### src/rtl/imups_pkg.sv
// imups package: register map, frame layout, timing and carrier types
package imups_pkg;

	// ----------------------------------------------------------------
	// register offsets (byte addresses within a page)
	// ----------------------------------------------------------------
	localparam logic [6:0] IMUPS_OFS_PAGE_SELECT  = 7'h00;
	localparam logic [6:0] IMUPS_OFS_TEMPERATURE  = 7'h0E;
	localparam logic [6:0] IMUPS_OFS_X_RATE_LOW   = 7'h10;
	localparam logic [6:0] IMUPS_OFS_X_RATE_HIGH  = 7'h12;
	localparam logic [6:0] IMUPS_OFS_Y_RATE_LOW   = 7'h14;
	localparam logic [6:0] IMUPS_OFS_Y_RATE_HIGH  = 7'h16;
	localparam logic [6:0] IMUPS_OFS_Z_RATE_LOW   = 7'h18;
	localparam logic [6:0] IMUPS_OFS_Z_RATE_HIGH  = 7'h1A;
	localparam logic [6:0] IMUPS_OFS_X_ACCEL_LOW  = 7'h1C;
	localparam logic [6:0] IMUPS_OFS_X_ACCEL_HIGH = 7'h1E;
	localparam logic [6:0] IMUPS_OFS_Y_ACCEL_LOW  = 7'h20;
	localparam logic [6:0] IMUPS_OFS_Y_ACCEL_HIGH = 7'h22;
	localparam logic [6:0] IMUPS_OFS_Z_ACCEL_LOW  = 7'h24;
	localparam logic [6:0] IMUPS_OFS_Z_ACCEL_HIGH = 7'h26;
	localparam logic [6:0] IMUPS_OFS_X_FIELD      = 7'h28;
	localparam logic [6:0] IMUPS_OFS_Y_FIELD      = 7'h2A;
	localparam logic [6:0] IMUPS_OFS_Z_FIELD      = 7'h2C;
	localparam logic [6:0] IMUPS_OFS_PRESS_LOW    = 7'h2E;
	localparam logic [6:0] IMUPS_OFS_PRESS_HIGH   = 7'h30;
	localparam logic [6:0] IMUPS_OFS_PIN_FUNC     = 7'h06;
	localparam logic [6:0] IMUPS_OFS_PIN_GEN      = 7'h08;
	localparam logic [6:0] IMUPS_OFS_SERIAL       = 7'h20;

	// pages
	localparam logic [7:0] IMUPS_PAGE_DATA   = 8'h00;
	localparam logic [7:0] IMUPS_PAGE_PINS   = 8'h03;
	localparam logic [7:0] IMUPS_PAGE_SERIAL = 8'h04;

	// ----------------------------------------------------------------
	// reset values
	// ----------------------------------------------------------------
	localparam logic [7:0]  IMUPS_RST_PAGE     = 8'h00;
	localparam logic [15:0] IMUPS_RST_PIN_FUNC = 16'h000D;
	localparam logic [15:0] IMUPS_RST_PIN_GEN  = 16'h0000;
	// arbitrary serial number value
	localparam logic [15:0] IMUPS_SERIAL_VALUE = 16'h1234;

	// ----------------------------------------------------------------
	// frame layout
	// ----------------------------------------------------------------
	localparam int IMUPS_FRAME_BITS  = 16;
	localparam int IMUPS_BIT_WRITE   = 15;
	localparam int IMUPS_ADDR_MSB    = 14;
	localparam int IMUPS_ADDR_LSB    = 8;
	// pin_function_ctrl bit that routes data-ready onto general pin two
	localparam int IMUPS_PF_DR_EN    = 3;

	// ----------------------------------------------------------------
	// timing: startup initialisation delay
	// ----------------------------------------------------------------
	localparam int IMUPS_CLK_HZ      = 20000000;
	localparam int IMUPS_INIT_US     = 100;
	localparam int IMUPS_INIT_CYC    = (IMUPS_INIT_US * (IMUPS_CLK_HZ / 1000000));

	// ----------------------------------------------------------------
	// carrier types
	// ----------------------------------------------------------------
	typedef struct packed {
		logic [31:0] x_rate;
		logic [31:0] y_rate;
		logic [31:0] z_rate;
		logic [31:0] x_accel;
		logic [31:0] y_accel;
		logic [31:0] z_accel;
		logic [15:0] x_field;
		logic [15:0] y_field;
		logic [15:0] z_field;
		logic [31:0] pressure;
		logic [15:0] temperature;
	} imups_sample_t;

	typedef struct packed {
		logic       is_write;
		logic [6:0] addr;
		logic [7:0] data;
	} imups_frame_t;

	typedef enum logic [1:0] {
		IMUPS_ST_INIT = 2'b00,
		IMUPS_ST_RUN  = 2'b01
	} imups_state_t;

endpackage : imups_pkg

### src/rtl/imups_port.sv
// imups top: paged SPI mode 3 register port of an inertial sensor
`timescale 1ns/1ps
`default_nettype none

// What this block does
// - starts alone after reset, then keeps loading samples without host commands
// - by default the data-ready signal appears on general pin two
// - data-ready goes high when a new sample set is loaded
// - mode 3: clock idles high, data captured on rising edge
// - frames are 16 bits, MSB first, always all 16 clocks
// - a read takes two frames; data shifts out in the second
// - read request: bit 15 zero, address in upper byte, low byte ignored
// - new command is taken while the previous read result shifts out
// - request 0x1A00 returns the Z rate high word next frame
// - page 0 is selected after startup
// - writing 0x00 to the page register returns decoding to page 0
// - page 0 holds X, Y, Z rate low/high pairs at 0x10, 0x14, 0x18
// - page 0 holds X, Y, Z accel low/high pairs at 0x1C, 0x20, 0x24
// - page 0 temperature 0x0E, fields 0x28-0x2C, pressure 0x2E and 0x30
// - page 3 pin function control at 0x06, read/write, resets to 0x000D
// - page 3 general pin control at 0x08, read/write
module imups_port
	import imups_pkg::*;
#(
	parameter int INIT_CYCLES = IMUPS_INIT_CYC
) (
	// clock and reset
	input  wire logic            i_core_clk,
	input  wire logic            i_reset,
	// spi pins
	input  wire logic            i_spi_sclk,
	input  wire logic            i_spi_cs_n,
	input  wire logic            i_spi_mosi,
	output logic                 o_spi_miso,
	output logic                 o_spi_miso_oe,
	// sample source from sensor logic
	input  wire imups_sample_t   i_sample,
	input  wire logic            i_sample_valid,
	// general pin two
	output logic                 o_general_pin_two,
	output logic                 o_general_pin_two_oe,
	// status
	output logic                 o_ready,
	output logic [7:0]           o_page
);

	// ----------------------------------------------------------------
	// timing notes
	// ----------------------------------------------------------------
	// every pin passes two flops, clock and select an edge detector too, so the logic
	// sees each serial edge about three core clocks after the pin
	// the serial clock period must be at least eight core clocks: a
	// faster host loses miso timing margin long before any serial edge is lost
	// chip-select must stay high for one full core clock between frames,
	// or its falling edge may never reach the detector
	// the first reply bit goes out at chip-select fall; later bits
	// follow each falling serial edge, about three clocks late
	// a frame ends on its sixteenth rising edge; chip-select rising
	// earlier abandons the frame and the pending reply stays part shifted
	// writes land a few core clocks after the last rising edge, long
	// before a legal host can begin the next frame
	// a reply is only valid if no reset fell between the two frames

	// ----------------------------------------------------------------
	// pin synchronisers; mosi takes the same two flops as the clock
	// so that data and the edge that takes it stay aligned
	// ----------------------------------------------------------------
	logic sclk_s;
	logic cs_n_s;
	logic mosi_s;

	imups_sync u_sync_sclk (
		.i_core_clk (i_core_clk),
		.i_reset    (i_reset),
		.i_async    (i_spi_sclk),
		.o_sync     (sclk_s)
	);
	imups_sync u_sync_cs (
		.i_core_clk (i_core_clk),
		.i_reset    (i_reset),
		.i_async    (i_spi_cs_n),
		.o_sync     (cs_n_s)
	);
	imups_sync u_sync_mosi (
		.i_core_clk (i_core_clk),
		.i_reset    (i_reset),
		.i_async    (i_spi_mosi),
		.o_sync     (mosi_s)
	);

	// ----------------------------------------------------------------
	// state registers
	// ----------------------------------------------------------------
	imups_state_t  state_r;
	logic [15:0]   init_cnt_r;
	imups_sample_t sample_r;
	logic          dr_r;
	logic          sclk_d_r;
	logic          cs_d_r;
	logic [15:0]   rx_r;
	logic [15:0]   tx_r;
	logic [4:0]    bit_cnt_r;
	logic [7:0]    page_r;
	logic [15:0]   pin_func_r;
	logic [15:0]   pin_gen_r;
	logic          miso_r;
	logic          miso_oe_r;

	// ----------------------------------------------------------------
	// edge detection on synced pins
	// ----------------------------------------------------------------
	wire sclk_rise  = sclk_s & ~sclk_d_r;
	wire sclk_fall  = ~sclk_s & sclk_d_r;
	wire cs_fall    = ~cs_n_s & cs_d_r;
	wire active     = ~cs_n_s;
	// 16th rising edge completes the frame
	wire [15:0] rx_word   = {rx_r[14:0], mosi_s};
	wire        frame_end = active & sclk_rise &
	                        (bit_cnt_r == 5'(IMUPS_FRAME_BITS - 1));
	imups_frame_t frame;
	assign frame.is_write = rx_word[IMUPS_BIT_WRITE];
	assign frame.addr     = rx_word[IMUPS_ADDR_MSB:IMUPS_ADDR_LSB];
	assign frame.data     = rx_word[7:0];

	// ----------------------------------------------------------------
	// read decode on the current page; word address has bit 0 dropped
	// ----------------------------------------------------------------
	// the page register answers on every page, so a host that lands on
	// an unknown page can always find its way back; unmapped words
	// read as zero
	wire [6:0] ra = {frame.addr[6:1], 1'b0}; // data byte unused for reads
	wire pg0 = (page_r == IMUPS_PAGE_DATA);
	wire pg3 = (page_r == IMUPS_PAGE_PINS);
	wire pg4 = (page_r == IMUPS_PAGE_SERIAL);
	logic [15:0] rd_data;
	always_comb begin
		rd_data = 16'h0000;
		if (ra == IMUPS_OFS_PAGE_SELECT) begin
			rd_data = {8'h00, page_r};
		end else if (pg0 && ra == IMUPS_OFS_TEMPERATURE) begin
			rd_data = sample_r.temperature;
		end else if (pg0 && ra == IMUPS_OFS_X_RATE_LOW) begin
			rd_data = sample_r.x_rate[15:0];
		end else if (pg0 && ra == IMUPS_OFS_X_RATE_HIGH) begin
			rd_data = sample_r.x_rate[31:16];
		end else if (pg0 && ra == IMUPS_OFS_Y_RATE_LOW) begin
			rd_data = sample_r.y_rate[15:0];
		end else if (pg0 && ra == IMUPS_OFS_Y_RATE_HIGH) begin
			rd_data = sample_r.y_rate[31:16];
		end else if (pg0 && ra == IMUPS_OFS_Z_RATE_LOW) begin
			rd_data = sample_r.z_rate[15:0];
		end else if (pg0 && ra == IMUPS_OFS_Z_RATE_HIGH) begin
			rd_data = sample_r.z_rate[31:16];
		end else if (pg0 && ra == IMUPS_OFS_X_ACCEL_LOW) begin
			rd_data = sample_r.x_accel[15:0];
		end else if (pg0 && ra == IMUPS_OFS_X_ACCEL_HIGH) begin
			rd_data = sample_r.x_accel[31:16];
		end else if (pg0 && ra == IMUPS_OFS_Y_ACCEL_LOW) begin
			rd_data = sample_r.y_accel[15:0];
		end else if (pg0 && ra == IMUPS_OFS_Y_ACCEL_HIGH) begin
			rd_data = sample_r.y_accel[31:16];
		end else if (pg0 && ra == IMUPS_OFS_Z_ACCEL_LOW) begin
			rd_data = sample_r.z_accel[15:0];
		end else if (pg0 && ra == IMUPS_OFS_Z_ACCEL_HIGH) begin
			rd_data = sample_r.z_accel[31:16];
		end else if (pg0 && ra == IMUPS_OFS_X_FIELD) begin
			rd_data = sample_r.x_field;
		end else if (pg0 && ra == IMUPS_OFS_Y_FIELD) begin
			rd_data = sample_r.y_field;
		end else if (pg0 && ra == IMUPS_OFS_Z_FIELD) begin
			rd_data = sample_r.z_field;
		end else if (pg0 && ra == IMUPS_OFS_PRESS_LOW) begin
			rd_data = sample_r.pressure[15:0];
		end else if (pg0 && ra == IMUPS_OFS_PRESS_HIGH) begin
			rd_data = sample_r.pressure[31:16];
		end else if (pg3 && ra == IMUPS_OFS_PIN_FUNC) begin
			rd_data = pin_func_r;
		end else if (pg3 && ra == IMUPS_OFS_PIN_GEN) begin
			rd_data = pin_gen_r;
		end else if (pg4 && ra == IMUPS_OFS_SERIAL) begin
			rd_data = IMUPS_SERIAL_VALUE;
		end
	end

	// ----------------------------------------------------------------
	// write decode: odd address hits the upper byte
	// ----------------------------------------------------------------
	// the page register has no upper byte: an odd-address write to it
	// is dropped rather than folded onto the page number
	wire wr_en     = frame_end & frame.is_write;
	wire wr_hi     = frame.addr[0];
	wire wr_page   = wr_en & (ra == IMUPS_OFS_PAGE_SELECT) & ~wr_hi;
	wire wr_pfunc  = wr_en & pg3 & (ra == IMUPS_OFS_PIN_FUNC);
	wire wr_pgen   = wr_en & pg3 & (ra == IMUPS_OFS_PIN_GEN);
	wire [15:0] pfunc_nxt = wr_hi ? {frame.data, pin_func_r[7:0]}
	                              : {pin_func_r[15:8], frame.data};
	wire [15:0] pgen_nxt  = wr_hi ? {frame.data, pin_gen_r[7:0]}
	                              : {pin_gen_r[15:8], frame.data};

	// ----------------------------------------------------------------
	// startup sequencer; no host command needed to begin sampling
	// ----------------------------------------------------------------
	// INIT_CYCLES must fit the 16-bit counter; a larger value is cut
	// and startup would end early
	wire init_done = (init_cnt_r == 16'(INIT_CYCLES - 1));
	always_ff @(posedge i_core_clk) begin
		if (i_reset) begin
			state_r    <= IMUPS_ST_INIT;
			init_cnt_r <= 16'h0000;
		end else begin
			case (state_r)
				IMUPS_ST_INIT: begin
					init_cnt_r <= init_cnt_r + 16'h0001;
					if (init_done) begin
						state_r <= IMUPS_ST_RUN;
					end
				end
				default: begin
					state_r <= IMUPS_ST_RUN;
				end
			endcase
		end
	end

	// ----------------------------------------------------------------
	// sample load and data-ready pulse; loads are not held off during a
	// read, so a low/high word pair may span two sample sets, traded for
	// a sensor side that never waits on the host
	// ----------------------------------------------------------------
	wire load = (state_r == IMUPS_ST_RUN) & i_sample_valid;
	always_ff @(posedge i_core_clk) begin
		if (i_reset) begin
			sample_r <= '0;
			dr_r     <= 1'b0;
		end else begin
			if (load) begin
				sample_r <= i_sample;
			end
			dr_r <= load;
		end
	end

	// ----------------------------------------------------------------
	// spi shift engine: sample on rising, drive on falling edge
	// ----------------------------------------------------------------
	// reply chosen at frame end: a write answers with zero
	wire [15:0] reply_word = frame.is_write ? 16'h0000 : rd_data;
	wire [15:0] tx_shift   = {tx_r[14:0], 1'b0};
	wire        bit_take   = active & sclk_rise;
	wire        bit_give   = active & sclk_fall;

	// edge detector history, reset to the idle pin levels
	always_ff @(posedge i_core_clk) begin
		if (i_reset) begin
			sclk_d_r <= 1'b1;
			cs_d_r   <= 1'b1;
		end else begin
			sclk_d_r <= sclk_s;
			cs_d_r   <= cs_n_s;
		end
	end

	// receive side: bit counter restarts at every chip-select fall
	always_ff @(posedge i_core_clk) begin
		if (i_reset) begin
			rx_r      <= 16'h0000;
			bit_cnt_r <= 5'h00;
		end else if (cs_fall) begin
			bit_cnt_r <= 5'h00;
		end else if (bit_take) begin
			rx_r      <= rx_word;
			bit_cnt_r <= frame_end ? 5'h00 : bit_cnt_r + 5'h01;
		end
	end

	// transmit side: reply loaded as its own command is taken, then shifted out in the next frame
	always_ff @(posedge i_core_clk) begin
		if (i_reset) begin
			tx_r <= 16'h0000;
		end else if (!cs_fall && bit_take) begin
			tx_r <= frame_end ? reply_word : tx_shift;
		end
	end

	// miso: first bit at chip-select fall, the rest on falling edges
	always_ff @(posedge i_core_clk) begin
		if (i_reset) begin
			miso_r <= 1'b0;
		end else if (cs_fall) begin
			miso_r <= tx_r[15]; // first bit before first falling edge
		end else if (bit_give) begin
			miso_r <= tx_r[15]; // MSB first
		end
	end

	// ----------------------------------------------------------------
	// configuration registers
	// ----------------------------------------------------------------
	always_ff @(posedge i_core_clk) begin
		if (i_reset) begin
			page_r     <= IMUPS_RST_PAGE;
			pin_func_r <= IMUPS_RST_PIN_FUNC;
			pin_gen_r  <= IMUPS_RST_PIN_GEN;
		end else begin
			// any page number is taken; a page without registers reads zero except the page register at 0x00
			if (wr_page) begin
				page_r <= frame.data;
			end
			if (wr_pfunc) begin
				pin_func_r <= pfunc_nxt;
			end
			if (wr_pgen) begin
				pin_gen_r <= pgen_nxt;
			end
		end
	end

	// ----------------------------------------------------------------
	// outputs, all registered
	// ----------------------------------------------------------------
	always_ff @(posedge i_core_clk) begin
		if (i_reset) begin
			miso_oe_r            <= 1'b0;
			o_general_pin_two    <= 1'b0;
			o_general_pin_two_oe <= 1'b0;
			o_ready              <= 1'b0;
			o_page               <= IMUPS_RST_PAGE;
		end else begin
			// miso driven only while selected, lagging chip-select
			miso_oe_r            <= active;
			// data-ready routed to pin two while enabled
			o_general_pin_two    <= pin_func_r[IMUPS_PF_DR_EN] & dr_r;
			o_general_pin_two_oe <= pin_func_r[IMUPS_PF_DR_EN];
			o_ready              <= (state_r == IMUPS_ST_RUN);
			o_page               <= page_r;
		end
	end

	assign o_spi_miso    = miso_r;
	assign o_spi_miso_oe = miso_oe_r;

endmodule : imups_port

`default_nettype wire

### src/rtl/imups_sync.sv
// imups two-flop synchroniser for pin inputs
`timescale 1ns/1ps
`default_nettype none

module imups_sync (
	// clock and reset
	input  wire logic i_core_clk,
	input  wire logic i_reset,
	// async level in, synced level out
	input  wire logic i_async,
	output logic      o_sync
);

	logic meta_r;

	// ----------------------------------------------------------------
	// first flop read only by second
	// ----------------------------------------------------------------
	always_ff @(posedge i_core_clk) begin
		if (i_reset) begin
			meta_r <= 1'b1;
			o_sync <= 1'b1;
		end else begin
			meta_r <= i_async;
			o_sync <= meta_r;
		end
	end

endmodule : imups_sync

`default_nettype wire

### config.mk
export PLATFORM = sky130hd
export DESIGN_NAME = imups_port
export DESIGN_NICKNAME = d
export VERILOG_FILES = /design/src/rtl/imups_pkg.sv /design/src/rtl/imups_port.sv /design/src/rtl/imups_sync.sv
export SDC_FILE = /design/constraint.sdc
export NUM_CORES = 1
export LEC_CHECK = 0
export ABC_AREA = 1
export BUFFER_PORTS_ARGS = -buffer_cell sky130_fd_sc_hd__buf_2
export CAP_MARGIN = 10
export CORE_MARGIN = 10
export CORE_UTILIZATION = 45
export CTS_CLUSTER_SIZE = 24
export DETAILED_ROUTE_END_ITERATION = 8
export HOLD_SLACK_MARGIN = 0.03
export MAX_ROUTING_LAYER = met4
export PLACE_DENSITY_LB_ADDON = 0.25
export SYNTH_ARGS = -nofsm -noshare
export SYNTH_HDL_FRONTEND = slang
export SYNTH_SLANG_ARGS = --single-unit
### constraint.sdc
create_clock -name i_core_clk -period 2.8 [get_ports i_core_clk]
set_clock_uncertainty 0.1 [all_clocks]
set_input_delay 0.84 -clock i_core_clk [delete_from_list [all_inputs] [get_ports i_core_clk]]
set_output_delay 0.84 -clock i_core_clk [all_outputs]
set_load 0.01 [all_outputs]
======== Yosys cells after proc, flatten, opt, wreduce, memory -nomap -nowiden ========
Index checks and enable logic that the tools add are counted.
word-level totals
  input bits .............................. 294
  output and inout bits ................... 13
  flip-flop bits (word level) ............. 403
cells by class
  equal/unequal tests ..................... 25
  reduce and logical (&&, ||, !) cells .... 33
  add/sub/neg operators ................... 2
  multiplexer cells ....................... 29
  bitwise gates (word level) .............. 19
operator list
  cell                   count
  $mux 16                23
  $eq 6x5->1 const B     9
  $eq 6x4->1 const B     8
  $logic_and 1x1->1      22
  $add 16x1->16 const B  1
  $eq 16x11->1 const B   1
  $and 1x1->1            14
  $mux 13                1
  $eq 6x3->1 const B     2
  $reduce_and 2->1       5
  $eq 8x2->1 const B     1
  $eq 8x3->1 const B     1
  $logic_not 8->1        1
  $logic_not 7->1        1
  $eq 6x2->1 const B     1
  $add 5x1->5 const B    1
  $eq 5x4->1 const B     1
  $mux 5                 1
  $not 1->1              5
  $mux 1                 4
  $logic_not 2->1        1
  $ne 2x2->1 const B     1
  $reduce_bool 2->1      1
  $reduce_or 2->1        1
  $logic_not 1->1        1

======== Logic depth before layout (Yosys ltp) ========
Gate-level depths: netlist of run 1.
  word-level depth ........................ 26
  gate-level depth with buffers ........... 22

======== Modules after synthesis ========
A second synthesis of run 1 with hierarchy kept.
second synthesis, totals
  cell total of the unflattened synthesis .. 2417
  area, all modules ....................... 16901.2 um^2
by module, submodules not included
  module      area each (um^2)  instances  cells each
  imups_port  16724.8           1          2396
  imups_sync  58.8              3          7

======== Least setup slack after synthesis of run 1 ========
Ideal clock, no wire load.
  path type ............................... input-to-reg
  from .................................... in i_reset
  to ...................................... reg sample_r[179] (netlist bit)
  stages .................................. 7
  path slack .............................. 604 ps
  arrival ................................. 2031 ps
  cell sequence ........................... clkbuf_1 -> inv_1 -> clkbuf_1 -> clkbuf_1 -> clkbuf_1 -> o21ai_0 -> nor2_1
RTL lines
  what                  line               source
  from (decl)           imups_port.sv:29   input wire logic i_reset,
  to (signal assigned)  imups_port.sv:237  sample_r <= i_sample;
  to (decl)             imups_port.sv:96   imups_sample_t sample_r;

======== Worst setup path in the final report of run 1 ========
  from .................................... reg rx_r[13]
  to ...................................... reg tx_r[0]
on the way
  word-level cells in the longest chain between the ends .. 25
  elaborated cells on any way between the ends .. 64
  those cells by class .................... eq/ne (20); mux (23); reduce/logical (21)
ends and longest elaborated chain
  what                    line               source
  from (decl)             imups_port.sv:100  logic [15:0] rx_r;
  from (signal assigned)  imups_port.sv:271  rx_r <= rx_word;
  $eq 6x3->1              imups_port.sv:178  end else if (pg3 && ra == IMUPS_OFS_PIN_GEN) begin
  $logic_and 1x1->1       imups_port.sv:178
  $mux 16                 imups_port.sv:178
  $mux 16                 imups_port.sv:176  end else if (pg3 && ra == IMUPS_OFS_PIN_FUNC) begin
  $mux 16                 imups_port.sv:174  end else if (pg0 && ra == IMUPS_OFS_PRESS_HIGH) begin
  $mux 16                 imups_port.sv:172  end else if (pg0 && ra == IMUPS_OFS_PRESS_LOW) begin
  $mux 16                 imups_port.sv:170  end else if (pg0 && ra == IMUPS_OFS_Z_FIELD) begin
  $mux 16                 imups_port.sv:168  end else if (pg0 && ra == IMUPS_OFS_Y_FIELD) begin
  [9 not listed]          -
  $mux 16                 imups_port.sv:148  end else if (pg0 && ra == IMUPS_OFS_Y_RATE_HIGH) begin
  $mux 16                 imups_port.sv:146  end else if (pg0 && ra == IMUPS_OFS_Y_RATE_LOW) begin
  $mux 16                 imups_port.sv:144  end else if (pg0 && ra == IMUPS_OFS_X_RATE_HIGH) begin
  $mux 16                 imups_port.sv:142  end else if (pg0 && ra == IMUPS_OFS_X_RATE_LOW) begin
  $mux 16                 imups_port.sv:140  end else if (pg0 && ra == IMUPS_OFS_TEMPERATURE) begin
  $mux 16 *               imups_port.sv:138  if (ra == IMUPS_OFS_PAGE_SELECT) begin
  $mux 16 *               imups_port.sv:247  wire [15:0] reply_word = frame.is_write ? 16'h0000 : rd_data;
  $mux 16 *               imups_port.sv:281  tx_r <= frame_end ? reply_word : tx_shift;
  to (signal assigned)    imups_port.sv:281
  to (decl)               imups_port.sv:101  logic [15:0] tx_r;
Every way passes the cells marked *; elsewhere a longest branch is shown, timed or not.
A chain may end at the register's enable or synchronous reset.

==> metrics.md, run 1 <==
| Metric | Value |
|---|---|
| Cell area after synthesis | around 17000 um2 |
| Overall Power | between 0.01 and 0.015 W |
| Worst Setup End Kind | flip-flop |
| Crit-path cells | buf_6 -> nor2_4 -> buf_12 -> nand3_4 -> buf_6 -> nor2_4 -> nor3_4 -> nand3_2 -> o21ai_2 -> nand4_1 -> nor3_2 -> nand4_1 -> nor2_1 -> nand4_1 -> nand2_1 -> a21oi_2 |
| Crit-path slowest cell | dfxtp_4 |
| Internal | between 0.009 and 0.01 W |
| Core Box Area | roughly 38000 um2 |
| Clock Path Buffers | 3 |
| Clock slew seen by the registers of the worst setup and hold paths | around 0.060 ns |
| Crit path capture | tx_r[0]$_SDFFE_PP0P_ |
| Leakage | about 8.7 nW |
| Asr flop ratio synth | 0% |
| P_sw | roughly 0.0026 W |
| Critical Path RT | ~3.1 ns |
| Layout cells sized above 1 | between 20% and 30% |
| Grt peak-use layer | met2 |
| Hold WS | between 0.3 and 0.4 ns |
| Avg Cell Area, Syn | between 6 and 7 um2 |
| Number of synthesized flops with an enable pin | 0 |
| Largest net degree at the start of global routing | between 100 and 150 |
| Drt initial violations | between 1000 and 1500 |
| P per Cell Area | roughly 540 nW/um2 |
| Port Buf Inserts | a little over 300 |
| CP arrival | between 3 and 4 ns |
| #FFs+latches synth | 403 |
| Synth warn | 0 |
| Starting Density | between 40% and 50% |
| Setup TNS Final | -0.2352 ns |
| Drt drc | 0 |
| Placed wire-length estimate | about 46000 um |
| Number of global-route vias before repair | 16701 |
| Hold Path Class | reg -> reg |
| Synth Instances | about 2500 |
| Clock share of power | between 40% and 50% |
| DIE WIDTH | between 200 and 250 um |
| Dpl cells | approximately 3200 |
| RSZ-0062 raised after global routing | true |
| Max cap viols | 0 |
| Register-to-register setup slack | -0.16 ns |
| Combinational power share | ~4% |
| Critical path depth in cells | 16 |
| Startpoint types | flip-flop |
| Detailed Routing Iterations Pass 1 | 6 |
| Final wirelength | 59560 um |
| # rows | 71 |
| Met3 Track Usage GR | roughly 3.8% |
| Clk Latency, worst-skew pair | between 0.5 and 0.6 ns |
| Non-filler instance count after layout | ~3300 |
| Sequential power share | roughly 50% |
| Initial antenna violation count | 0 |
| Failing checks | setup timing |
| Cells on Worst Hold Path | 1 |
| Total GRT Usage | about a quarter |
| Critical path buffers and inverters | 3 |
| Final period utilization | 105.8% |
| Fmax | roughly 340 MHz |
| Cts bufs inserted | 43 |
| # hold bufs at CTS | 0 |
| Area added between synthesis and finish | 26.86% |
| Final Hold Viols | 0 |
| First-pass GRT wire length | 91260 um |
| Final WS setup | -0.1616 ns |
| Synth top area share | 47.14% |
| Peak VDD IR | ~0.3 mV |
| Worst reg2reg path depth | 16 |
| Avg Vias per Cell | 5.171 |
| CP most frequent cell | nand4_1 |
| Final Setup Violations | 3 |
| GP Congestion | roughly 0.97 |
| CP max FO | 4 |
| Wirelength per Cell | 17.84 um |
| Distinct cells, synth | 39 |
| Synth top area cells | dfxtp_1, nor2_1, o21ai_0 |
| Largest area contributor in the netlist | dfxtp_1 |
| Vias | about 17000 |
| Sink Count | around 400 |
| Final Util | 57.77% |
| N_diodes | 0 |
| Grt total ovfl | 0 |
| RR Endpoint | tx_r[0]$_SDFFE_PP0P_ |
| ANT nets after route | 0 |
| Worst path top cell family by delay | simple AND/OR/NAND/NOR gates |
| Rel. slew slack | 48.91% |
| Status | finished, violations left |
| Slew Limit Fails | 0 |
| CP startpoint | rx_r[13]$_SDFFE_PP0P_ |
| H-tree levels | 2 |
| RR Startpoint | rx_r[13]$_SDFFE_PP0P_ |
| Root buffer cell | clkbuf_16 |
| Post-Syn Nets | roughly 2800 |
| I/O pins | 307 |
| Tightest Pin Transition | 0.7656 ns |
| Nets@finish | 3094 |
| Worst path max stage delay | roughly 0.37 ns |
| Global routing usage on met2 | ~41% |
| Tmin final | 2.962 ns |
| Switching Share | 21.83% |
| GR Util met1 | 31.58% |
| DIE AREA | 46230 um2 |
| CTS tree | yes |
| Top_reg_cell synth | dfxtp_1 |
| Chip Height | 215.0 um |
| WS Path Type | reg -> reg |
| Register area share after synthesis | 47.14% |
[cell usage in the layout, fill, tap and decap left out, types with 9 or more instances in the layout]
cell type  synthesis  layout
nor2_1           574     546
o21ai_0          399     396
dfxtp_1          403     389
buf_2              6     306
nand2_1          291     277
inv_1            230     226
a21oi_1          202     195
buf_4              2      94
nand4_1           59      59
clkbuf_16          0      43
nand3_1           57      40
nor2_2             7      27
nor2_4            10      19
nand2_2            7      16
buf_6              2      15
inv_2             12      13
nor3_1            24      13
nand3_2            2      13
dfxtp_2            0      11
buf_12             0      11
nor3_2             1      10
clkinv_2           0       9
[per-stage QoR]
step | setup WS [ns] | instance area, um2
2_1_floorplan | 0.6040 | 17110
3_3_place_gp | -0.4936 | 19630
3_5_place_dp | -0.5329 | 19630
4_1_cts | -0.1273 | 21430
5_1_grt | -0.2128 | 21710
6_report | -0.1616 | 21710
[Yosys cell counts (4+ instances only)]
cell      number
nor4_1         5
nand2_2        7
nor2_1       574
buf_1          4
inv_2         12
clkbuf_1     118
buf_2          6
nand2_1      291
o21ai_0      399
or2_2          7
a21oi_1      202
nor3_1        24
nor2_2         7
o21ai_1        8
nor2_4        10
nand3_1       57
inv_1        230
o211ai_1       4
dfxtp_1      403
o21bai_1       4
nand4_1       59
[power by group through the flow]
stage | Sequential, W | Combinational, W | Clock [W]
2_1_floorplan | 0.00588 | 0.000170 | 0
6_report | 0.00575 | 0.000455 | 0.00561
4_1_cts | 0.00575 | 0.000456 | 0.00570
5_1_grt | 0.00575 | 0.000505 | 0.00593
3_3_place_gp | 0.00588 | 0.000446 | 0
3_5_place_dp | 0.00588 | 0.000453 | 0
[sequential cells by signal (all words and copies together) (netlist names), 5 cells and up]
name and cells:
bit_cnt_r 5, init_cnt_r 16, o_page 8, page_r 8, pin_func_r 16, pin_gen_r 16
rx_r 15, sample_r 288, tx_r 16
[worst min-delay path by stage]
stage,startpoint,to,slack [ns]
after floorplan,u_sync_cs.meta_r$_SDFF_PP1_,u_sync_cs.o_sync$_SDFF_PP1_,0.29
after global placement,u_sync_cs.meta_r$_SDFF_PP1_,u_sync_cs.o_sync$_SDFF_PP1_,0.30
after detailed placement,u_sync_cs.meta_r$_SDFF_PP1_,u_sync_cs.o_sync$_SDFF_PP1_,0.30
after CTS,u_sync_cs.meta_r$_SDFF_PP1_,u_sync_cs.o_sync$_SDFF_PP1_,0.31
after global routing,u_sync_cs.meta_r$_SDFF_PP1_,u_sync_cs.o_sync$_SDFF_PP1_,0.32
final,u_sync_cs.meta_r$_SDFF_PP1_,u_sync_cs.o_sync$_SDFF_PP1_,0.31
[kinds of logic (layout without fill, tap and decap cells)]
| family | Yosys count | in the layout | share of synthesized area (%) |
|---|---|---|---|
| AOI/OAI and AO/OA | 622 | 622 | 18.37 |
| xor gates and xnor gates | 2 | 2 | 0.1024 |
| adders and majority gates | 3 | 3 | 0.2194 |
| buffers and inverters | 374 | 743 | 8.379 |
| DFF | 403 | 403 | 47.14 |
| muxes | 1 | 1 | 0.05849 |
| and+or+nand+nor | 1052 | 1053 | 25.72 |
[what timing repair did]
item | 4_1_cts | 5_1_grt
setup endpoints to repair | 11 | 20
pin swaps | 42 | 51
gates resized for setup | 81 | 61
gates cloned | 1 | 0
buffers inserted | 22 | 5
endpoints found under the hold margin | 0 | 0
[layer usage]
| metal | wire length (um) | share of wire [%] |
|---|---|---|
| met1 | 26080 | 44 |
| met2 | 28250 | 47 |
| met3 | 3355 | 5.6 |
| met4 | 1871 | 3.1 |
| met5 | 0 | 0 |
[area by class of cell]
class,instances,area [um2]
Clock buffer,58,1202
Clock inverter,17,176.4
Fill cell,3609,15870
Inverter,242,923.4
Multi-Input combinational cell,1681,8048
Sequential cell,403,8093
Tap cell,511,639.4
Timing Repair Buffer,426,2626
Note: power is estimated with default switching activity, not from simulation.
==> inputs of run 2 (changes only) <==
--- a/config.mk
+++ b/config.mk
@@ -5,7 +5,7 @@
 export SDC_FILE = /design/constraint.sdc
 export NUM_CORES = 1
 export LEC_CHECK = 0
-export ABC_AREA = 1
+export ABC_AREA = 0
 export BUFFER_PORTS_ARGS = -buffer_cell sky130_fd_sc_hd__buf_2
 export CAP_MARGIN = 10
 export CORE_MARGIN = 10
==> run 2 against run 1 <==
  * The flow now finishes without violations
  * Clock-buffer cell count rose by 5
  * Clock power shrank 2%
  * Final cell count is 5.5% lower
  * Non-clock buffer count is 108 higher
  * Setup slack improved by 0.18 ns
  * Final area is 3.1% higher
  * Synthesized cell count is 10% lower
  * Largest power group unchanged
==> metrics.md, run 2 <==
| Metric | Value |
|---|---|
| Chip Height | 215.8 um (was 215.0 um) |
| Final Setup Violations | 0 (was 3) |
| Synth warn | 0 (unchanged) |
| Max cap viols | 0 (unchanged) |
| Final Hold Viols | 0 (unchanged) |
| I/O pins | 307 (unchanged) |
| Register area share after synthesis | 46.75% (was 47.14%) |
| Most frequent cells in the layout | nand2_1, dfxtp_1, a21oi_1 (was nor2_1, o21ai_0, dfxtp_1) |
| Worst Setup End Kind | flip-flop (unchanged) |
| Synth top area cells | dfxtp_1, nand2_1, a21oi_1 (was dfxtp_1, nor2_1, o21ai_0) |
| ANT nets after route | 0 (unchanged) |
| Port Buf Inserts | 306 (unchanged) |
| H-tree levels | 2 (unchanged) |
| Peak VDD IR | 0.4101 mV (was 0.2926 mV) |
| Leakage | 8.282 nW (was 8.715 nW) |
| Status | complete, no violations (was finished, violations left) |
| Count leader, synth | nand2_1 (was nor2_1) |
| Synth top area share | 46.75% (was 47.14%) |
| Root buffer cell | clkbuf_16 (unchanged) |
| Detailed Routing Iterations Pass 1 | 8 (was 6) |
| Clock Path Buffers | 3 (unchanged) |
| Total GRT Usage | 30.00% (was 25.32%) |
| Nets@finish | 2911 (was 3094) |
| Final period utilization | 99.49% (was 105.8%) |
| Layout cells sized above 1 | 26.00% (was 22.78%) |
| Critical path buffers and inverters | 2 (was 3) |
| Wirelength per Cell | 22.56 um (was 17.84 um) |
| Final wirelength | 71130 um (was 59560 um) |
| Fillers | 3554 (was 3609) |
| Placed wire-length estimate | 56030 um (was 45540 um) |
| #FFs+latches synth | 403 (unchanged) |
| Largest Register | sample_r (unchanged) |
| Cts bufs inserted | 42 (was 43) |
| Crit-path cells | or4_4 -> buf_12 -> or2_1 -> a21oi_1 -> a2111oi_1 -> a2111oi_0 -> buf_4 -> o221ai_1 -> a31oi_1 (was buf_6 -> nor2_4 -> buf_12 -> nand3_4 -> buf_6 -> nor2_4 -> nor3_4 -> nand3_2 -> o21ai_2 -> nand4_1 -> nor3_2 -> nand4_1 -> nor2_1 -> nand4_1 -> nand2_1 -> a21oi_2) |
| Register-to-register setup slack | 0.01 ns (was -0.16 ns) |
| Grt total ovfl | 0 (unchanged) |
| Commonest cells in the netlist | nand2_1, dfxtp_1, a21oi_1 (was nor2_1, dfxtp_1, o21ai_0) |
| CP max FO | 8 (was 4) |
| Critical Path RT | 3.20 ns (was 3.13 ns) |
| Area added between synthesis and finish | 29.70% (was 26.86%) |
| Post-Syn Nets | 2497 (was 2754) |
| Initial antenna violation count | 0 (unchanged) |
| Largest net degree at the start of global routing | 136 (was 141) |
| Max reg flops | 288 (unchanged) |
| Startpoint types | flip-flop (unchanged) |
| Tightest Pin Transition | 0.7765 ns (was 0.7656 ns) |
| Drt initial violations | 1722 (was 1262) |
| CTS tree | yes (unchanged) |
| Crit-path slowest cell | or4_4 (was dfxtp_4) |
| Number of synthesized flops with an enable pin | 0 (unchanged) |
| Commonest non-fill, non-tap cell in the layout | nand2_1 (was nor2_1) |
| Synth Instances | 2200 (was 2457) |
| Slew Limit Fails | 0 (unchanged) |
| Sink Count | 403 (unchanged) |
| DIE AREA | 46580 um2 (was 46230 um2) |
| Fmax | 359.0 MHz (was 337.7 MHz) |
| Starting Density | 45.71% (was 45.54%) |
| Hold Path Class | reg -> reg (unchanged) |
| Drt drc | 0 (unchanged) |
| Number of global-route vias before repair | 17287 (was 16701) |
| CP arrival | 3.19 ns (was 3.29 ns) |
| Core Box Area | 37760 um2 (was 37580 um2) |
| # rows | 71 (unchanged) |
| P per Cell Area | 518.5 nW/um2 (was 544.4 nW/um2) |
| N_diodes | 0 (unchanged) |
| Vias | 17716 (was 17260) |
| Clk Latency, worst-skew pair | 0.57 ns (was 0.55 ns) |
| Avg Vias per Cell | 5.619 (was 5.171) |
| Cell area after synthesis | 17260 um2 (was 17110 um2) |
| GP Congestion | 0.9967 (was 0.9666) |
| Overall Power | 0.01160 W (was 0.01182 W) |
| DIE WIDTH | 215.8 um (was 215.0 um) |
| Largest area contributor in the netlist | dfxtp_1 (unchanged) |
| Dpl cells | 3068 (was 3237) |
| WS Path Type | reg -> reg (unchanged) |
| Asr flop ratio synth | 0% (unchanged) |
| Top_reg_cell synth | dfxtp_1 (unchanged) |
| Worst path top cell family by delay | compound AO/OA/AOI/OAI gates (was simple AND/OR/NAND/NOR gates) |
| First-pass GRT wire length | 105700 um (was 91260 um) |
| Clock slew seen by the registers of the worst setup and hold paths | 0.07 ns (was 0.06 ns) |
| Avg Cell Area, Syn | 7.844 um2 (was 6.965 um2) |
| Worst path max stage delay | 0.55 ns (was 0.37 ns) |
| Non-filler instance count after layout | 3153 (was 3338) |
| Tmin final | 2.786 ns (was 2.962 ns) |
| Distinct cells, synth | 79 (was 39) |
| Rel. slew slack | 48.23% (was 48.91%) |
[run 2: cells by family (layout without fill, tap and decap cells)]
kind of cell / Yosys count / after routing / share of synthesized area [%]
flip-flops: 403 / 403 / 46.75
buffers and inverters: 179 / 621 / 4.118
adder cells (fa/ha/maj): 3 / 3 / 0.2175
AO/OA/AOI/OAI: 569 / 569 / 19.90
XOR/XNOR: 16 / 16 / 0.8120
multiplexers: 53 / 53 / 3.183
AND/OR/NAND/NOR: 977 / 977 / 25.02
[run 2: worst paths after layout]
kind / to / startpoint / cells past startpoint
setup reg to reg: tx_r[8]$_SDFFE_PP0P_ / page_r[7]$_SDFFE_PP0P_ / 9
setup / recovery: tx_r[8]$_SDFFE_PP0P_ / page_r[7]$_SDFFE_PP0P_ / 9
hold reg to reg: u_sync_mosi.o_sync$_SDFF_PP1_ / u_sync_mosi.meta_r$_SDFF_PP1_ / 1
hold / removal: u_sync_mosi.o_sync$_SDFF_PP1_ / u_sync_mosi.meta_r$_SDFF_PP1_ / 1
[run 2: metal layers]
layer	GRT usage [%]	wire length, um	share of wire [%]	vias up
met3	3.664	4539	6.4	87
met5	-	0	0	-
met2	47.46	32770	46	675
met4	8.050	1730	2.4	0
met1	39.85	32090	45	8492
li1	-	-	-	8462
[run 2: worst register-to-register path: cells and delay by family, from the launching register on]
| family | cells | cell delay (ns) |
|---|---|---|
| AO/OA/AOI/OAI | 5 | 1.11 |
| AND/OR/NAND/NOR | 2 | 0.82 |
| flip-flops | 1 | 0.32 |
| buffers and inverters | 2 | 0.37 |
[run 2: area by class of cell]
cell class,count,area [um2],area share [%]
flip-flops and latches,403,8084,36.12
multi-input cells,1618,8713,38.93
well taps,511,639.4,2.857
inverters,15,56.30,0.2516
clock inverters,9,58.81,0.2627
clock buffers,63,1304,5.825
repair buffers,534,3526,15.75
[run 2: power by group]
group          internal, W  total [W]  switching [W]
clock              0.00321    0.00552        0.00231
sequential         0.00574    0.00575     0.00000778
combinational     0.000171   0.000337       0.000166
total              0.00912     0.0116        0.00248
[run 2: metrics by stage]
step | worst slack [ns] | hold WS, ns | TNS, ns | area (um2) | utilization [%]
floorplan | 0.2479 | 0.2895 | 0 | 17260 | -
global placement | -0.2037 | 0.3003 | -1.176 | 20650 | 54.69
detailed placement | -0.1583 | 0.2927 | -1.212 | 20650 | 54.69
CTS | -0.01947 | 0.3256 | -0.01947 | 22130 | 58.61
global route | -0.01392 | 0.3332 | -0.01746 | 22380 | 59.28
finish | 0.01415 | 0.3246 | 0 | 22380 | 59.28
[run 2: what timing repair did]
action                                  4_1_cts  5_1_grt
setup buffers                                 4       10
pin swaps                                     2       14
resized for setup                            22       45
hold buffers                                  0        0
endpoints found under the setup margin       14       16
==> inputs of run 3 (changes only) <==
==> constraint.sdc (replaced) <==
create_clock -name i_core_clk -period 2.6 [get_ports i_core_clk]
set_clock_uncertainty 0.1 [all_clocks]
set_input_delay 0.78 -clock i_core_clk [delete_from_list [all_inputs] [get_ports i_core_clk]]
set_output_delay 0.78 -clock i_core_clk [all_outputs]
set_load 0.01 [all_outputs]
==> run 3 against run 2 <==
  * The flow now finishes with violations (setup timing)
  * Total power is 10% higher
  * Highest routed layer unchanged
  * Clock power is 13% higher
  * Utilization is 2.6 points higher
  * Final cell count is 2.2% higher
  * Critical endpoint is now tx_r[1]$_SDFFE_PP0P_
  * Global-route usage is 0.27 points higher
  * First-iteration DRC count is 8.8% higher
  * Largest power group is now the clock network
  * Via count is 2.1% higher
  * Die area stayed put
  * Sequential cell count stayed put
==> metrics.md, run 3 (synthesis gave the netlist of run 2 again) <==
| Metric | Value |
|---|---|
| # rows | 71 (unchanged) |
| Total GRT Usage | 30.27% (was 30.00%) |
| Sink Count | 403 (unchanged) |
| GP Congestion | 0.9864 (was 0.9967) |
| Peak VDD IR | 0.5065 mV (was 0.4101 mV) |
| Critical Path RT | 2.93 ns (was 3.20 ns) |
| Core Box Area | 37760 um2 (unchanged) |
| DIE WIDTH | 215.8 um (unchanged) |
| Clock slew seen by the registers of the worst setup and hold paths | 0.06 ns (was 0.07 ns) |
| Fmax | 362.0 MHz (was 359.0 MHz) |
| Slew Limit Fails | 0 (unchanged) |
| Chip Height | 215.8 um (unchanged) |
| Avg Vias per Cell | 5.618 (was 5.619) |
| Root buffer cell | clkbuf_16 (unchanged) |
| Clock Path Buffers | 3 (unchanged) |
| Worst path max stage delay | 0.58 ns (was 0.55 ns) |
| Max cap viols | 0 (unchanged) |
| Crit-path cells | or4_4 -> buf_6 -> buf_4 -> nor4_4 -> buf_4 -> buf_4 -> nand2_1 -> nor2_1 -> a41oi_1 -> buf_4 -> o31ai_2 -> a21oi_1 (was or4_4 -> buf_12 -> or2_1 -> a21oi_1 -> a2111oi_1 -> a2111oi_0 -> buf_4 -> o221ai_1 -> a31oi_1) |
| Grt total ovfl | 0 (unchanged) |
| Detailed Routing Iterations Pass 1 | 6 (was 8) |
| Hold Path Class | in -> reg (was reg -> reg) |
| Drt initial violations | 1874 (was 1722) |
| Drt drc | 0 (unchanged) |
| Final wirelength | 72490 um (was 71130 um) |
| Vias | 18094 (was 17716) |
| Tightest Pin Transition | 0.8979 ns (was 0.7765 ns) |
| CP most frequent cell | buf_4 |
| WS Path Type | reg -> reg (unchanged) |
| CP arrival | 3.10 ns (was 3.19 ns) |
| Number of global-route vias before repair | 17445 (was 17287) |
| CTS tree | yes (unchanged) |
| Place WS | -0.3566 ns (was -0.1583 ns) |
| Startpoint types | flip-flop (unchanged) |
| Crit-path slowest cell | or4_4 (unchanged) |
| Commonest non-fill, non-tap cell in the layout | nand2_1 (unchanged) |
| Final WS setup | -0.1621 ns (was 0.01415 ns) |
| Nets@finish | 2973 (was 2911) |
| RR Startpoint | page_r[7]$_SDFFE_PP0P_ (unchanged) |
| H-tree levels | 2 (unchanged) |
| Cts bufs inserted | 42 (unchanged) |
| Largest Register | sample_r (unchanged) |
| Hold wc startpoint | i_spi_cs_n (was u_sync_mosi.meta_r$_SDFF_PP1_) |
| Starting Density | 45.71% (unchanged) |
| Cells on Worst Hold Path | 2 (was 1) |
| Initial antenna violation count | 1 (was 0) |
| Placed wire-length estimate | 56700 um (was 56030 um) |
| Tmin final | 2.762 ns (was 2.786 ns) |
| Clk Latency, worst-skew pair | 0.56 ns (was 0.57 ns) |
| Status | finished, violations left (was complete, no violations) |
| Register-to-register setup slack | -0.16 ns (was 0.01 ns) |
| Port Buf Inserts | 306 (unchanged) |
| Hold Crit Endpoint | u_sync_cs.meta_r$_SDFF_PP1_ (was u_sync_mosi.o_sync$_SDFF_PP1_) |
| Worst Setup End Kind | flip-flop (unchanged) |
| Rel. slew slack | 40.14% (was 48.23%) |
| Final Setup Violations | 31 (was 0) |
| Area added between synthesis and finish | 35.40% (was 29.70%) |
| I/O pins | 307 (unchanged) |
| P per Cell Area | 548.3 nW/um2 (was 518.5 nW/um2) |
| Setup TNS Final | -2.038 ns (was 0 ns) |
| ANT nets after route | 0 (unchanged) |
| Largest net degree at the start of global routing | 159 (was 136) |
| Leakage | 8.735 nW (was 8.282 nW) |
| First-pass GRT wire length | 106900 um (was 105700 um) |
| Max reg flops | 288 (unchanged) |
| # hold bufs at CTS | 0 (unchanged) |
| Final period utilization | 106.2% (was 99.49%) |
| Most frequent cells in the layout | nand2_1, dfxtp_1, a21oi_1 (unchanged) |
| RSZ-0062 raised after global routing | true |
| Layout cells sized above 1 | 29.49% (was 26.00%) |
| RR Endpoint | tx_r[1]$_SDFFE_PP0P_ (was tx_r[8]$_SDFFE_PP0P_) |
| Wirelength per Cell | 22.50 um (was 22.56 um) |
| Worst reg2reg path depth | 12 (was 9) |
| Final Hold Viols | 0 (unchanged) |
| CP max FO | 6 (was 8) |
| Failing checks | setup timing |
| DIE AREA | 46580 um2 (unchanged) |
run 3: cell type report:
cell class | instances | area (um2)
antenna | 1 | 2.502
multi-input combinational | 1618 | 9056
sequential | 403 | 8087
clock buffer | 61 | 1224
timing repair buffer | 596 | 4093
tap | 511 | 639.4
inverter | 15 | 56.30
clock inverter | 16 | 209.0
fill | 3443 | 14390
run 3: worst max-delay path by stage:
| stage | from | end | depth (start not counted) |
|---|---|---|---|
| finish | page_r[7]$_SDFFE_PP0P_ | tx_r[1]$_SDFFE_PP0P_ | 12 |
| global route | page_r[7]$_SDFFE_PP0P_ | tx_r[10]$_SDFFE_PP0P_ | 9 |
| CTS | page_r[2]$_SDFFE_PP0P_ | tx_r[10]$_SDFFE_PP0P_ | 9 |
| detailed placement | page_r[1]$_SDFFE_PP0P_ | tx_r[10]$_SDFFE_PP0P_ | 9 |
| global placement | page_r[7]$_SDFFE_PP0P_ | tx_r[0]$_SDFFE_PP0P_ | 12 |
| floorplan | page_r[7]$_SDFFE_PP0P_ | tx_r[4]$_SDFFE_PP0P_ | 9 |
run 3: per-stage QoR:
step | power [W] | util (%) | area (um2) | hold slack (ns) | std cells
after floorplan | 0.006431 | - | 17260 | 0.2895 | 2200
after global placement | 0.006680 | 55.57 | 20980 | 0.3016 | 3114
after detailed placement | 0.006685 | 55.57 | 20980 | 0.2945 | 3114
final | 0.01281 | 61.89 | 23370 | 0.3101 | 3221
after CTS | 0.01287 | 60.69 | 22910 | 0.2938 | 3207
after global routing | 0.01317 | 61.89 | 23370 | 0.3095 | 3221
run 3: critical path, delay by kind of cell (launching register included):
kind | cells | cell delay [ns]
simple gates | 4 | 0.99
buf+inv | 5 | 0.83
flops | 1 | 0.34
compound gates | 3 | 0.38
run 3: timing repair:
item,in CTS,in global routing
cloned,2,1
endpoints found under the setup margin,48,49
setup buffers,17,15
pin swaps,41,38
gates resized for setup,90,64
hold endpoints to repair,0,0
run 3: report_power, final:
group | switching [W] | internal, W
logic | 0.000177 | 0.000183
registers | 0.00000838 | 0.00618
clock network | 0.00249 | 0.00377
run 3: per-layer routing:
layer | wire, um | track usage [%] | share of wire [%]
met1 | 32270 | 40.38 | 45
met2 | 33620 | 47.87 | 46
met3 | 4806 | 3.888 | 6.6
met4 | 1787 | 7.369 | 2.5
met5 | 0 | - | 0
